### src/fste_pkg.sv
/*
  Package for the fan status and tachometer edge block: register map,
  field positions, reset values, timing counts and shared types.
  Assumes a single 25 MHz system clock and an 8-bit register port.
*/
package fste_pkg;

    // ==========================================================
    // clock and timing
    localparam int unsigned CLK_HZ = 25000000;
    localparam int unsigned TACH_HZ = 32768;                     // tach measurement clock
    localparam int unsigned TICK_DIV = CLK_HZ / TACH_HZ;         // cycles per measurement tick
    localparam int unsigned SPIN_TIME_MS = 1000;                 // longest spin-up window
    localparam int unsigned SPIN_CYCLES = SPIN_TIME_MS * (CLK_HZ / 1000);

    // ==========================================================
    // register offsets
    localparam logic [7:0] OFS_STATUS = 8'h11;
    localparam logic [7:0] OFS_CTRL = 8'h20;
    localparam logic [7:0] OFS_LIMIT = 8'h21;
    localparam logic [7:0] OFS_TARGET = 8'h22;
    localparam logic [7:0] OFS_BAND = 8'h23;
    localparam logic [7:0] OFS_READ_HI = 8'h24;
    localparam logic [7:0] OFS_READ_LO = 8'h25;
    localparam logic [7:0] OFS_IRQ_EN = 8'h26;
    localparam logic [7:0] OFS_CLEAR = 8'h27;

    // ==========================================================
    // field positions
    localparam int unsigned ST_STALL = 0;
    localparam int unsigned ST_SPIN = 1;
    localparam int unsigned ST_DRIVE = 5;
    localparam logic [7:0] ST_MASK = 8'h23;                      // only bits 5, 1, 0 exist
    localparam int unsigned CT_ALGO_EN = 0;
    localparam int unsigned CT_THREE_EDGE = 1;
    localparam int unsigned CT_DUR_LO = 2;                       // duration select in bits 3:2
    localparam logic [7:0] CT_MASK = 8'h0f;

    // ==========================================================
    // reset values
    localparam logic [7:0] RST_STATUS = 8'h00;
    localparam logic [7:0] RST_CTRL = 8'h00;
    localparam logic [7:0] RST_LIMIT = 8'hf5;
    localparam logic [7:0] RST_TARGET = 8'h00;
    localparam logic [7:0] RST_BAND = 8'h00;
    localparam logic [7:0] RST_IRQ_EN = 8'h00;

    // ==========================================================
    // measurement constants
    localparam int unsigned CNT_W = 13;
    localparam logic [12:0] CNT_MAX = 13'h1fff;
    localparam logic [2:0] EDGES_FULL = 3'h5;                    // full revolution, two-pole fan
    localparam logic [2:0] EDGES_HALF = 3'h3;                    // half revolution
    localparam logic [7:0] FAIL_BASE = 8'h10;                    // shortfall runs, shifted by select
    localparam logic [7:0] DRIVE_FULL = 8'hff;

    // one finished measurement from the tach meter
    typedef struct packed {
        logic valid;
        logic saturated;
        logic [12:0] count;
    } tach_meas_s;

    typedef enum logic [1:0] {
        SPIN_IDLE = 2'b01,
        SPIN_RUN = 2'b10
    } spin_state_e;

endpackage

### src/fste_fan_status.sv
/*
  Fan status and tachometer edge block: sticky condition flags, stall and
  shortfall detection, spin-up supervision, register port and interrupt.
  Assumes an 8-bit register master with one-cycle strobes and a drive
  high byte supplied by the speed control algorithm on the same clock.
*/
// Strobed register access was chosen for this implementation.
module fste_fan_status #(
    parameter int unsigned SPIN_CYCLES = fste_pkg::SPIN_CYCLES
) (
    input wire logic CLK_I,
    input wire logic RST_I,
    input wire logic [7:0] ADDR_I,
    input wire logic [7:0] WR_DATA_I,
    input wire logic WR_I,
    input wire logic RD_I,
    output logic [7:0] RD_DATA_O,
    input wire logic TACH_I,
    input wire logic [7:0] DRIVE_HI_I,
    output logic SPIN_UP_O,
    output logic IRQ_O
);

    // ==========================================================
    // register storage
    logic [7:0] status_ff, ctrl_ff, limit_ff, target_ff, band_ff, irq_en_ff;
    logic [12:0] reading_ff;
    logic [7:0] rd_data_ff;
    logic irq_ff;

    // ==========================================================
    // write decode
    logic wr_status, wr_clear, wr_ctrl, wr_limit, wr_target, wr_band, wr_irq_en;
    assign wr_status = WR_I && (ADDR_I == fste_pkg::OFS_STATUS);
    assign wr_clear = WR_I && (ADDR_I == fste_pkg::OFS_CLEAR);
    assign wr_ctrl = WR_I && (ADDR_I == fste_pkg::OFS_CTRL);
    assign wr_limit = WR_I && (ADDR_I == fste_pkg::OFS_LIMIT);
    assign wr_target = WR_I && (ADDR_I == fste_pkg::OFS_TARGET);
    assign wr_band = WR_I && (ADDR_I == fste_pkg::OFS_BAND);
    assign wr_irq_en = WR_I && (ADDR_I == fste_pkg::OFS_IRQ_EN);

    // control fields
    logic algo_en, three_edge;
    logic [1:0] dur_sel;
    assign algo_en = ctrl_ff[fste_pkg::CT_ALGO_EN];
    assign three_edge = ctrl_ff[fste_pkg::CT_THREE_EDGE];
    assign dur_sel = ctrl_ff[fste_pkg::CT_DUR_LO +: 2];

    // ==========================================================
    // tachometer measurement
    fste_pkg::tach_meas_s meas;

    fste_tach_meter u_meter (
        .clk_i(CLK_I),
        .rst_i(RST_I),
        .tach_i(TACH_I),
        .three_edge_i(three_edge),
        .meas_o(meas)
    );

    // ==========================================================
    // stall detection: limit widened to 13 bits with zero low bits
    logic [12:0] limit_cnt;
    logic stall_evt;
    assign limit_cnt = {limit_ff, 5'h00};
    assign stall_evt = meas.valid && (meas.saturated || meas.count > limit_cnt);

    // ==========================================================
    // shortfall: a larger count is a slower fan, so target minus band in
    // speed is target plus band in count
    logic [13:0] fail_level;
    logic full_drive, slow_evt;
    logic [7:0] fail_cnt_ff, nxt_fail_cnt, fail_goal;
    logic drive_evt;
    assign fail_level = {1'b0, target_ff, 5'h00} + {1'b0, band_ff, 5'h00};
    assign full_drive = (DRIVE_HI_I == fste_pkg::DRIVE_FULL);
    assign slow_evt = meas.valid && ({1'b0, meas.count} > fail_level || meas.saturated);
    assign fail_goal = fste_pkg::FAIL_BASE << dur_sel;
    // runs counted per measurement; any fast result or drive below full restarts it
    assign nxt_fail_cnt = !(full_drive && algo_en) ? 8'h00 :
                          !meas.valid ? fail_cnt_ff :
                          !slow_evt ? 8'h00 :
                          (fail_cnt_ff == fail_goal) ? fail_cnt_ff : fail_cnt_ff + 8'h01;
    assign drive_evt = slow_evt && full_drive && algo_en && (fail_cnt_ff == fail_goal - 8'h01);

    always_ff @(posedge CLK_I) begin
        fail_cnt_ff <= RST_I ? 8'h00 : nxt_fail_cnt;
    end

    // ==========================================================
    // spin-up supervision
    fste_pkg::spin_state_e spin_ff, nxt_spin;
    logic [31:0] spin_cnt_ff;
    logic spin_timeout, spin_ok;
    assign spin_ok = meas.valid && !stall_evt;
    assign spin_timeout = (spin_ff == fste_pkg::SPIN_RUN) && !spin_ok &&
                          (spin_cnt_ff == SPIN_CYCLES - 1);

    always_comb begin
        nxt_spin = spin_ff;
        unique case (spin_ff)
            fste_pkg::SPIN_IDLE: begin
                if (stall_evt && algo_en) begin
                    nxt_spin = fste_pkg::SPIN_RUN;
                end
            end
            fste_pkg::SPIN_RUN: begin
                if (spin_ok || spin_timeout) begin
                    nxt_spin = fste_pkg::SPIN_IDLE;
                end
            end
            default: nxt_spin = fste_pkg::SPIN_IDLE;
        endcase
    end

    // the timer only runs inside a window; a fresh stall after a timeout retries
    always_ff @(posedge CLK_I) begin
        if (RST_I) begin
            spin_ff <= fste_pkg::SPIN_IDLE;
            spin_cnt_ff <= 32'h0000_0000;
        end else begin
            spin_ff <= nxt_spin;
            spin_cnt_ff <= (nxt_spin == fste_pkg::SPIN_RUN && spin_ff == fste_pkg::SPIN_RUN) ?
                           spin_cnt_ff + 32'h0000_0001 : 32'h0000_0000;
        end
    end

    // ==========================================================
    // sticky flags: set wins over a clear in the same cycle
    logic [7:0] flag_set, flag_clr, nxt_status;
    assign flag_set = {2'b00, drive_evt, 3'b000, spin_timeout, stall_evt};
    assign flag_clr = (wr_status || wr_clear) ? WR_DATA_I : 8'h00;
    assign nxt_status = ((status_ff & ~flag_clr) | flag_set) & fste_pkg::ST_MASK;

    // ==========================================================
    // software registers
    always_ff @(posedge CLK_I) begin
        if (RST_I) begin
            status_ff <= fste_pkg::RST_STATUS;
            ctrl_ff <= fste_pkg::RST_CTRL;
            limit_ff <= fste_pkg::RST_LIMIT;
            target_ff <= fste_pkg::RST_TARGET;
            band_ff <= fste_pkg::RST_BAND;
            irq_en_ff <= fste_pkg::RST_IRQ_EN;
            reading_ff <= 13'h0000;
        end else begin
            status_ff <= nxt_status;
            ctrl_ff <= wr_ctrl ? (WR_DATA_I & fste_pkg::CT_MASK) : ctrl_ff;
            limit_ff <= wr_limit ? WR_DATA_I : limit_ff;
            target_ff <= wr_target ? WR_DATA_I : target_ff;
            band_ff <= wr_band ? WR_DATA_I : band_ff;
            irq_en_ff <= wr_irq_en ? (WR_DATA_I & fste_pkg::ST_MASK) : irq_en_ff;
            reading_ff <= meas.valid ? meas.count : reading_ff;
        end
    end

    // ==========================================================
    // read selection; unmapped and write-only offsets read zero
    logic [7:0] rd_mux;
    assign rd_mux = (ADDR_I == fste_pkg::OFS_STATUS) ? status_ff :
                    (ADDR_I == fste_pkg::OFS_CTRL) ? ctrl_ff :
                    (ADDR_I == fste_pkg::OFS_LIMIT) ? limit_ff :
                    (ADDR_I == fste_pkg::OFS_TARGET) ? target_ff :
                    (ADDR_I == fste_pkg::OFS_BAND) ? band_ff :
                    (ADDR_I == fste_pkg::OFS_READ_HI) ? reading_ff[12:5] :
                    (ADDR_I == fste_pkg::OFS_READ_LO) ? {reading_ff[4:0], 3'b000} :
                    (ADDR_I == fste_pkg::OFS_IRQ_EN) ? irq_en_ff : 8'h00;

    // read data stand only in the cycle after the strobe
    always_ff @(posedge CLK_I) begin
        rd_data_ff <= (RST_I || !RD_I) ? 8'h00 : rd_mux;
        irq_ff <= RST_I ? 1'b0 : |(nxt_status & irq_en_ff);
    end

    assign RD_DATA_O = rd_data_ff;
    assign IRQ_O = irq_ff;
    assign SPIN_UP_O = spin_ff[1];

endmodule // fste_fan_status

### src/fste_tach_meter.sv
/*
  Tachometer edge meter: synchronises the tach pin, counts measurement ticks
  across 5 or 3 tach edges and reports one result per window.
  Assumes the tach pin is asynchronous to CLK_I.
*/
module fste_tach_meter (
    input wire logic clk_i,
    input wire logic rst_i,
    input wire logic tach_i,
    input wire logic three_edge_i,
    output fste_pkg::tach_meas_s meas_o
);

    // ==========================================================
    // three-stage synchroniser and level filter
    logic s1_ff, s2_ff, s3_ff, lvl_ff;
    logic agree, edge_seen;
    assign agree = (s2_ff == s3_ff);
    assign edge_seen = agree && (s3_ff != lvl_ff);

    always_ff @(posedge clk_i) begin
        s1_ff <= tach_i;
        s2_ff <= s1_ff;
        s3_ff <= s2_ff;
        // follow the pin in reset too, so an idle-high tach gives no false edge afterwards
        lvl_ff <= (rst_i || agree) ? s3_ff : lvl_ff;
    end

    // ==========================================================
    // measurement tick and edge window
    logic [9:0] div_ff;
    logic [2:0] edges_ff;
    logic [12:0] cnt_ff;
    fste_pkg::tach_meas_s meas_ff;
    logic tick, last_edge, sat;
    logic [2:0] edge_goal;

    assign tick = (div_ff == 10'(fste_pkg::TICK_DIV - 1));
    assign edge_goal = three_edge_i ? fste_pkg::EDGES_HALF : fste_pkg::EDGES_FULL;
    // at or past the goal: a mode change mid-window must not let the edge count wrap
    assign last_edge = edge_seen && (edges_ff != 3'h0) && (edges_ff >= edge_goal - 3'h1);
    // a fan that stops leaves the counter pinned; report it as saturated
    assign sat = tick && (cnt_ff == fste_pkg::CNT_MAX) && (edges_ff != 3'h0);

    always_ff @(posedge clk_i) begin
        if (rst_i) begin
            div_ff <= 10'h000;
            edges_ff <= 3'h0;
            cnt_ff <= 13'h0000;
            meas_ff <= '0;
        end else begin
            div_ff <= tick ? 10'h000 : div_ff + 10'h001;
            meas_ff.valid <= last_edge || sat;
            meas_ff.saturated <= sat && !last_edge;
            if (last_edge || sat) begin
                meas_ff.count <= cnt_ff;
            end
            if (last_edge) begin
                edges_ff <= 3'h1;                    // closing edge opens the next window
                cnt_ff <= 13'h0000;
            end else if (sat) begin
                edges_ff <= 3'h0;
                cnt_ff <= 13'h0000;
            end else begin
                if (edge_seen) begin
                    edges_ff <= edges_ff + 3'h1;
                end
                if (tick && edges_ff != 3'h0) begin
                    cnt_ff <= cnt_ff + 13'h0001;
                end
            end
        end
    end

    assign meas_o = meas_ff;

endmodule // fste_tach_meter

### config.mk
export PLATFORM = sky130hd
export DESIGN_NAME = fste_fan_status
export DESIGN_NICKNAME = d
export VERILOG_FILES = /design/src/fste_pkg.sv /design/src/fste_fan_status.sv /design/src/fste_tach_meter.sv
export SDC_FILE = /design/constraint.sdc
export NUM_CORES = 1
export LEC_CHECK = 0
export ABC_CLOCK_PERIOD_IN_PS = 3200
export BUFFER_PORTS_ARGS = -buffer_cell sky130_fd_sc_hd__buf_2
export CAP_MARGIN = 20
export CORE_ASPECT_RATIO = 1.1
export CORE_MARGIN = 5
export CORE_UTILIZATION = 55
export DETAILED_ROUTE_END_ITERATION = 7
export PLACE_DENSITY = 0.76
export SLEW_MARGIN = 20
export SYNTH_ARGS = -nofsm -noshare
export SYNTH_HDL_FRONTEND = slang
export SYNTH_HIERARCHICAL = 1
export SYNTH_SLANG_ARGS = --single-unit
### constraint.sdc
create_clock -name CLK_I -period 3.2 [get_ports CLK_I]
set_clock_uncertainty 0.05 [all_clocks]
set_input_delay 0.16 -clock CLK_I [delete_from_list [all_inputs] [get_ports CLK_I]]
set_output_delay 0.16 -clock CLK_I [all_outputs]
set_load 0.02 [all_outputs]
Word-level counts from Yosys, hierarchy flattened. Index checks and enable logic that the tools add are counted. W data, S select, Z words.

Bits in registers: 143. Output and inout bits: 10. Logic and storage cells: 124. Memories: 0. Latch bits: 0. Input port bits: 29. Memory bits (writable): 0. Bits in read-only memories: 0.

Muxes and demuxes: 18. Shifts and indexed selects: 1. Reduce and logical (&&, ||, !) cells: 44. $lt $le $gt $ge: 3. Bitwise gates (word level): 6. Add/sub/neg operators: 8. Multipliers: 0. Equality and inequality tests: 21. Divide/modulo/power cells: 0.

Operators with widths (number): $mux W8 (9); $eq A8 B6 Y1 const B (8); $add A32 B1 Y32 const B (1); $eq A32 B25 Y1 const B (1); $logic_and A1 B1 Y1 (25); $eq A8 B8 Y1 (2); $add A13 B13 Y14 (1); $gt A13 B14 Y1 (1); $add A13 B1 Y13 const B (1); $eq A13 B13 Y1 const B (1); $gt A13 B13 Y1 (1); $and A6 B6 Y6 (2); $mux W6 (2); $add A10 B1 Y10 const B (1); $eq A10 B10 Y1 const B (1); $add A8 B1 Y8 const B (1); $eq A8 B5 Y1 const B (1); $eq A8 B8 Y1 const B (1); $reduce_or A8 Y1 (1); $shl A5 B2 Y8 const A (1); $sub A8 B1 Y8 const B (1); $logic_or A1 B1 Y1 (7); $not A6 Y6 (1); $or A6 B6 Y6 (1); other kinds (18) (29).

Logic depth before layout (Yosys ltp).
Depth in word-level cells: 15. Mapped depth: 14. Mapped depth without buffers: 14.

Cells and area by module. The synthesis kept the hierarchy.

By module, submodules not included: fste_fan_status (times used 1, area each 5550.3 µm², cells each 645); fste_tach_meter (times used 1, area each 2003.2 µm², cells each 213).

Worst setup path before layout. OpenSTA, ideal clock, no wires.

Path type: register to register. From: register target_ff[1]. To: register fail_cnt_ff[2]. Arrival time: 2992 ps. Required time: 3093 ps. Stages on the path, launching flop included: 15. Period minus slack after synthesis: 3099 ps. Setup slack: 101 ps. Path buffers: 0. Cells stage by stage: dfxtp_1 > ha_1 > a21o_1 > a21oi_1 > nor2b_1 > o21a_1 > o41a_1 > xnor2_1 > ha_1 > nand3_1 > nor3_1 > a211oi_1 > o31ai_1 > nand2b_1 > o21ba_2.

Cells in the longest elaborated chain, start to end: 6.

RTL lines: start: declaration (RTL line fste_fan_status.sv:26) `logic [7:0] status_ff, ctrl_ff, limit_ff, target_ff, band_ff, irq_en_ff;`; start signal: assignment (RTL line fste_fan_status.sv:142) `target_ff <= fste_pkg::RST_TARGET;`; start signal: assignment (RTL line fste_fan_status.sv:150) `target_ff <= wr_target ? WR_DATA_I : target_ff;`; $add A13 B13 Y14 * (RTL line fste_fan_status.sv:75) `assign fail_level = {1'b0, target_ff, 5'h00} + {1'b0, band_ff, 5'h00};`; $gt A13 B14 Y1 * (RTL line fste_fan_status.sv:77) `assign slow_evt = meas.valid && ({1'b0, meas.count} > fail_level || meas.saturated);`; $logic_or A1 B1 Y1 * (RTL line fste_fan_status.sv:77); $logic_and A1 B1 Y1 * (RTL line fste_fan_status.sv:77); $ne A2 B2 Y1 (no line); $reduce_and A2 Y1 (no line); end signal: assignment (RTL line fste_fan_status.sv:87) `fail_cnt_ff <= RST_I ? 8'h00 : nxt_fail_cnt;`; end: declaration (RTL line fste_fan_status.sv:73) `logic [7:0] fail_cnt_ff, nxt_fail_cnt, fail_goal;`.

Mark *: on every way between the ends. The rest lies on a longest branch, timed or not. A chain may end at the register's enable or synchronous reset.

Final worst setup path.
From: register target_ff[1]. To: register fail_cnt_ff[0].

The elaborated chain is that of the path after synthesis.

==> results_dict.tcl <==
set metrics [dict create \
    outcome "finished clean" \
    cap_viol_max_count 0 \
    detail_routed_net_length_per_standard_cell_um 15.3 \
    tritoncts_num_sinks 143 \
    postLayoutCoreUtil_pct 64.3 \
    worst_hold_startpoint "WR_DATA_I[3]" \
    post_synth.cell_area_avg_sq_um 8.80 \
    firstDrtPassIters 5 \
    critical_path.top_delay_family "compound AO/OA/AOI/OAI gates" \
    timing.final.max_slew_violations 0 \
    netlist_top_cells_area "sky130_fd_sc_hd__dfxtp_1 38%, sky130_fd_sc_hd__ha_1 6.0%, sky130_fd_sc_hd__mux2i_1 5.6%" \
    grt_setup_unrepaired "yes" \
    drc 0 \
    power.share.clock_pct 50.4 \
    globalRoute.totalOverflow 0 \
    cts_max_path_buffers 2 \
    total_leakage_power_uw 0.00329 \
    gp_congestion 0.824 \
    pre_cts_ws_ns -0.316 \
    timing.hold.worst.class "in2reg" \
    layout-area-overhead-vs-synth_pct 15.9 \
    worst-setup-path-type "reg2reg" \
    met2_usage_pct 33.2 \
    powerDensity_nw_per_um2 474 \
    total_switching_power_uw 922 \
    wl_um 16900 \
    finish.net_count 970 \
    finalWorstPathRequiredPeriod_ns 3.20 \
    critical_path.n_buffers_inverters 2 \
    global_route.usage.total_pct 21.2 \
    power_frac_comb_pct 6.0 \
    met3_usage_pct 5.04 \
    netSwitchingFraction_pct 22.2 \
    count_of_input_and_output_buffers 38 \
    tritoncts "yes" \
    max_clock_freq_mhz 313 \
    grt.busiest_layer "met2" \
    grt_antenna_before_repair 1 \
    timing.hold.worst_path_depth 3 \
    floorplan.die.width_um 122 \
    syn-instance-count 858 \
    yosysWarningCount 6 \
    layout_setup_ws_ns 0.00110 \
    crit_slowest_cell "sky130_fd_sc_hd__dfxtp_2" \
    clock_pin_slew_of_the_registers_on_the_worst_case_setup_and_hold_paths_ns 0.06 \
    chipHeight_um 133 \
    whs_endpoint "limit_ff[3]" \
    start_util_pct 55.4 \
    rr_endpoint "fail_cnt_ff[0]" \
    synth_largest_area_cell "sky130_fd_sc_hd__dfxtp_1" \
    max_slew.worst_pin.slew_ns 0.808 \
    most_used_dff_post_synth "sky130_fd_sc_hd__dfxtp_1" \
    numCtsBuffers 17 \
    grt_pass1_wl_um 28200 \
    grt_max_degree 56 \
    cts-root-buf "sky130_fd_sc_hd__clkbuf_16" \
    groute.layer.met1.usage_pct 28.0 \
    count_of_flip_flops_with_a_built_in_enable_after_synthesis 1 \
    viasPerCell 5.70 \
    synthDistinctLibCells 75 \
    p_int_uw 3230 \
    final.period_utilization_pct 100 \
    timing.rr.start "target_ff[1]" \
    share_of_synthesized_area_occupied_by_flip_flops_and_latches_pct 38.0 \
    max_slew_margin_pct 45.7 \
    cp-start-kind "register" \
    synth-async-reset-ratio_pct 0 \
    worst_ir_drop_vdd_v 0.000351 \
    detailed_place_hpwl_um 11600 \
    timing.final.hold_violations 0 \
    ys_ff_latch 143 \
    core_sq_um 13600 \
    clock_tree.htree_level_count 4 \
    power.share.sequential_pct 43.6 \
    cp.required_ns 3.51 \
    clock_insertion_delay_at_the_later_pin_of_the_skew_report_ns 0.42 \
    worst-r2r-setup-slack_ns 0.001 \
    post_synthesis_net_count 924 \
    critical_path_cell_by_cell "ha_4, a21o_1, a21oi_2, nor2b_1, o21a_1, o41a_1, xnor2_1, ha_1, nand3_2, buf_6, nor4_4, a21o_1, o31ai_4, buf_4, nand3_1, a21oi_2" \
    longest_individual_stage_delay_on_the_worst_path_ns 0.33 \
    crit_path_arrival_time_ns 3.51 \
    num_antenna_cells 0 \
    fillers 1137 \
    reg2regPathDepth 16 \
    dr_total_vias 6304 \
    drive_gt1_share_pct 14.8 \
    first_global_vias 5880 \
    io-pin-count 39 \
    syn_area_sq_um 7550 \
    initialDrtViolationCount 576 \
    final-setup-viol-count 0 \
    crit_fanout 3 \
    synth_top_area_share_pct 37.6 \
    critPathCaptureType "register" \
    ant_nets 0 \
    fp-row-count 45 \
    die_area_sq_um 16200 \
]
==> final cells by class <==
class                   instances  area, sq um  share of cell area (%)
clock inverters                10          130                    1.49
clock buffers                  22          505                    5.77
inverters                      27          101                    1.16
well taps                     188          235                    2.69
multi-input cells             648         4470                    51.1
repair buffers                 67          438                    5.00
flip-flops and latches        143         2880                    32.8
==> flip-flops by register name, summed over array words and instances (netlist names), 4 cells and up <==
register        count
limit_ff            8
band_ff             8
RD_DATA_O           8
u_meter/div_ff     10
target_ff           8
fail_cnt_ff         8
reading_ff         13
spin_cnt_ff        32
u_meter/cnt_ff     13
u_meter/meas_o     15
ctrl_ff             4
==> power by group through the flow <==
stage	registers, uW	logic, uW	clock network [uW]
final	1810	248	2100
after global routing	1810	274	2200
after CTS	1810	247	2110
after detailed placement	1850	240	0
after global placement	1850	239	0
after floorplan	1850	177	0
==> metrics by stage <==
stage                     setup TNS (ns)  total power [uW]  hold slack [ns]  area, sq um  cells
after floorplan                        0              2020            0.138         7550    858
after global placement             -1.72              2090            0.212         7960   1067
after detailed placement           -2.24              2090            0.215         7960   1067
after CTS                         -0.202              4170          0.00356         8720   1105
after global routing               -1.06              4290           0.0115         8760   1105
final                                  0              4150           0.0185         8760   1105
==> cells in the mapped netlist (3+ instances only) <==
master	count
sky130_fd_sc_hd__dfxtp_1	142
sky130_fd_sc_hd__nor2_1	96
sky130_fd_sc_hd__nand2_1	71
sky130_fd_sc_hd__mux2i_1	42
sky130_fd_sc_hd__nand3_1	38
sky130_fd_sc_hd__nor3_1	37
sky130_fd_sc_hd__xor2_1	37
sky130_fd_sc_hd__ha_1	36
sky130_fd_sc_hd__inv_1	27
sky130_fd_sc_hd__nand2b_1	27
sky130_fd_sc_hd__a21oi_1	25
sky130_fd_sc_hd__clkbuf_1	25
sky130_fd_sc_hd__xnor2_1	23
sky130_fd_sc_hd__nand4_1	19
sky130_fd_sc_hd__o21ai_0	14
sky130_fd_sc_hd__and3_1	13
sky130_fd_sc_hd__nand4b_1	12
sky130_fd_sc_hd__nor4_1	12
sky130_fd_sc_hd__nor4b_1	10
sky130_fd_sc_hd__o21ai_1	10
sky130_fd_sc_hd__nor2b_1	9
sky130_fd_sc_hd__and2_1	8
sky130_fd_sc_hd__a211o_1	7
sky130_fd_sc_hd__a21o_1	6
sky130_fd_sc_hd__nand3b_1	6
sky130_fd_sc_hd__o31ai_1	6
sky130_fd_sc_hd__a22oi_1	5
sky130_fd_sc_hd__and4_1	5
sky130_fd_sc_hd__buf_4	5
sky130_fd_sc_hd__or4_1	5
sky130_fd_sc_hd__a31oi_1	4
sky130_fd_sc_hd__buf_1	4
sky130_fd_sc_hd__buf_6	4
sky130_fd_sc_hd__nor3_2	4
sky130_fd_sc_hd__nand4_2	3
sky130_fd_sc_hd__o22ai_1	3
sky130_fd_sc_hd__or3_1	3
==> worst reg2reg max path, stage by stage (launching register included) <==
cell and delay [ns]:
sky130_fd_sc_hd__dfxtp_2 0.33, sky130_fd_sc_hd__ha_4 0.23, sky130_fd_sc_hd__a21o_1 0.20, sky130_fd_sc_hd__a21oi_2 0.17
sky130_fd_sc_hd__nor2b_1 0.07, sky130_fd_sc_hd__o21a_1 0.19, sky130_fd_sc_hd__o41a_1 0.34, sky130_fd_sc_hd__xnor2_1 0.14
sky130_fd_sc_hd__ha_1 0.32, sky130_fd_sc_hd__nand3_2 0.10, sky130_fd_sc_hd__buf_6 0.11, sky130_fd_sc_hd__nor4_4 0.03
sky130_fd_sc_hd__a21o_1 0.25, sky130_fd_sc_hd__o31ai_4 0.23, sky130_fd_sc_hd__buf_4 0.16, sky130_fd_sc_hd__nand3_1 0.08
sky130_fd_sc_hd__a21oi_2 0.15
==> worst max path at each step <==
stage / slack, ns / end / cells past startpoint / from
3_5_place_dp: -0.32 / fail_cnt_ff[6] / 16 / target_ff[1]
6_report: 0.001 / fail_cnt_ff[0] / 16 / target_ff[1]
3_3_place_gp: -0.26 / fail_cnt_ff[6] / 16 / target_ff[1]
4_1_cts: -0.05 / fail_cnt_ff[6] / 16 / target_ff[1]
5_1_grt: -0.15 / fail_cnt_ff[0] / 16 / target_ff[1]
2_1_floorplan: 0.10 / fail_cnt_ff[2] / 14 / target_ff[1]
==> repair_timing <==
| action | 4_1_cts | 5_1_grt |
|---|---|---|
| pin swaps | 12 | 13 |
| endpoints found under the hold margin | 7 | 0 |
| resized for setup | 14 | 7 |
| buffers inserted | 2 | 1 |
| hold buffers | 4 | 0 |
| endpoints found under the setup margin | 10 | 10 |
==> placed cells by master, fill, tap and decap left out, types with 27 or more instances in the layout <==
master,Yosys,final
sky130_fd_sc_hd__nand2b_1,27,27
sky130_fd_sc_hd__inv_1,27,27
sky130_fd_sc_hd__ha_1,36,34
sky130_fd_sc_hd__buf_2,2,38
sky130_fd_sc_hd__dfxtp_1,142,140
sky130_fd_sc_hd__nor2_1,96,96
sky130_fd_sc_hd__nand3_1,38,37
sky130_fd_sc_hd__mux2i_1,42,42
sky130_fd_sc_hd__nor3_1,37,36
sky130_fd_sc_hd__nand2_1,71,71
sky130_fd_sc_hd__xor2_1,37,37
==> cells by family (layout without fill, tap and decap cells) <==
family / Yosys count / count (layout) / share of synthesized area, %
xor+xnor: 60 / 60 / 6.96
compound gates: 116 / 116 / 10.9
buf+inv: 67 / 126 / 4.01
mux: 44 / 44 / 5.86
simple gates: 391 / 391 / 28.0
fa+ha+maj: 37 / 37 / 6.23
flops: 143 / 143 / 38.0
==> layer usage <==
layer  routed length [um]  vias to the layer above
li1                     -                     3157
met1                 7790                     2945
met2                 7750                      162
met3                  830                       38
met4                  496                        2
met5                   13                        -
No activity file was read; power rests on OpenSTA's default activity.
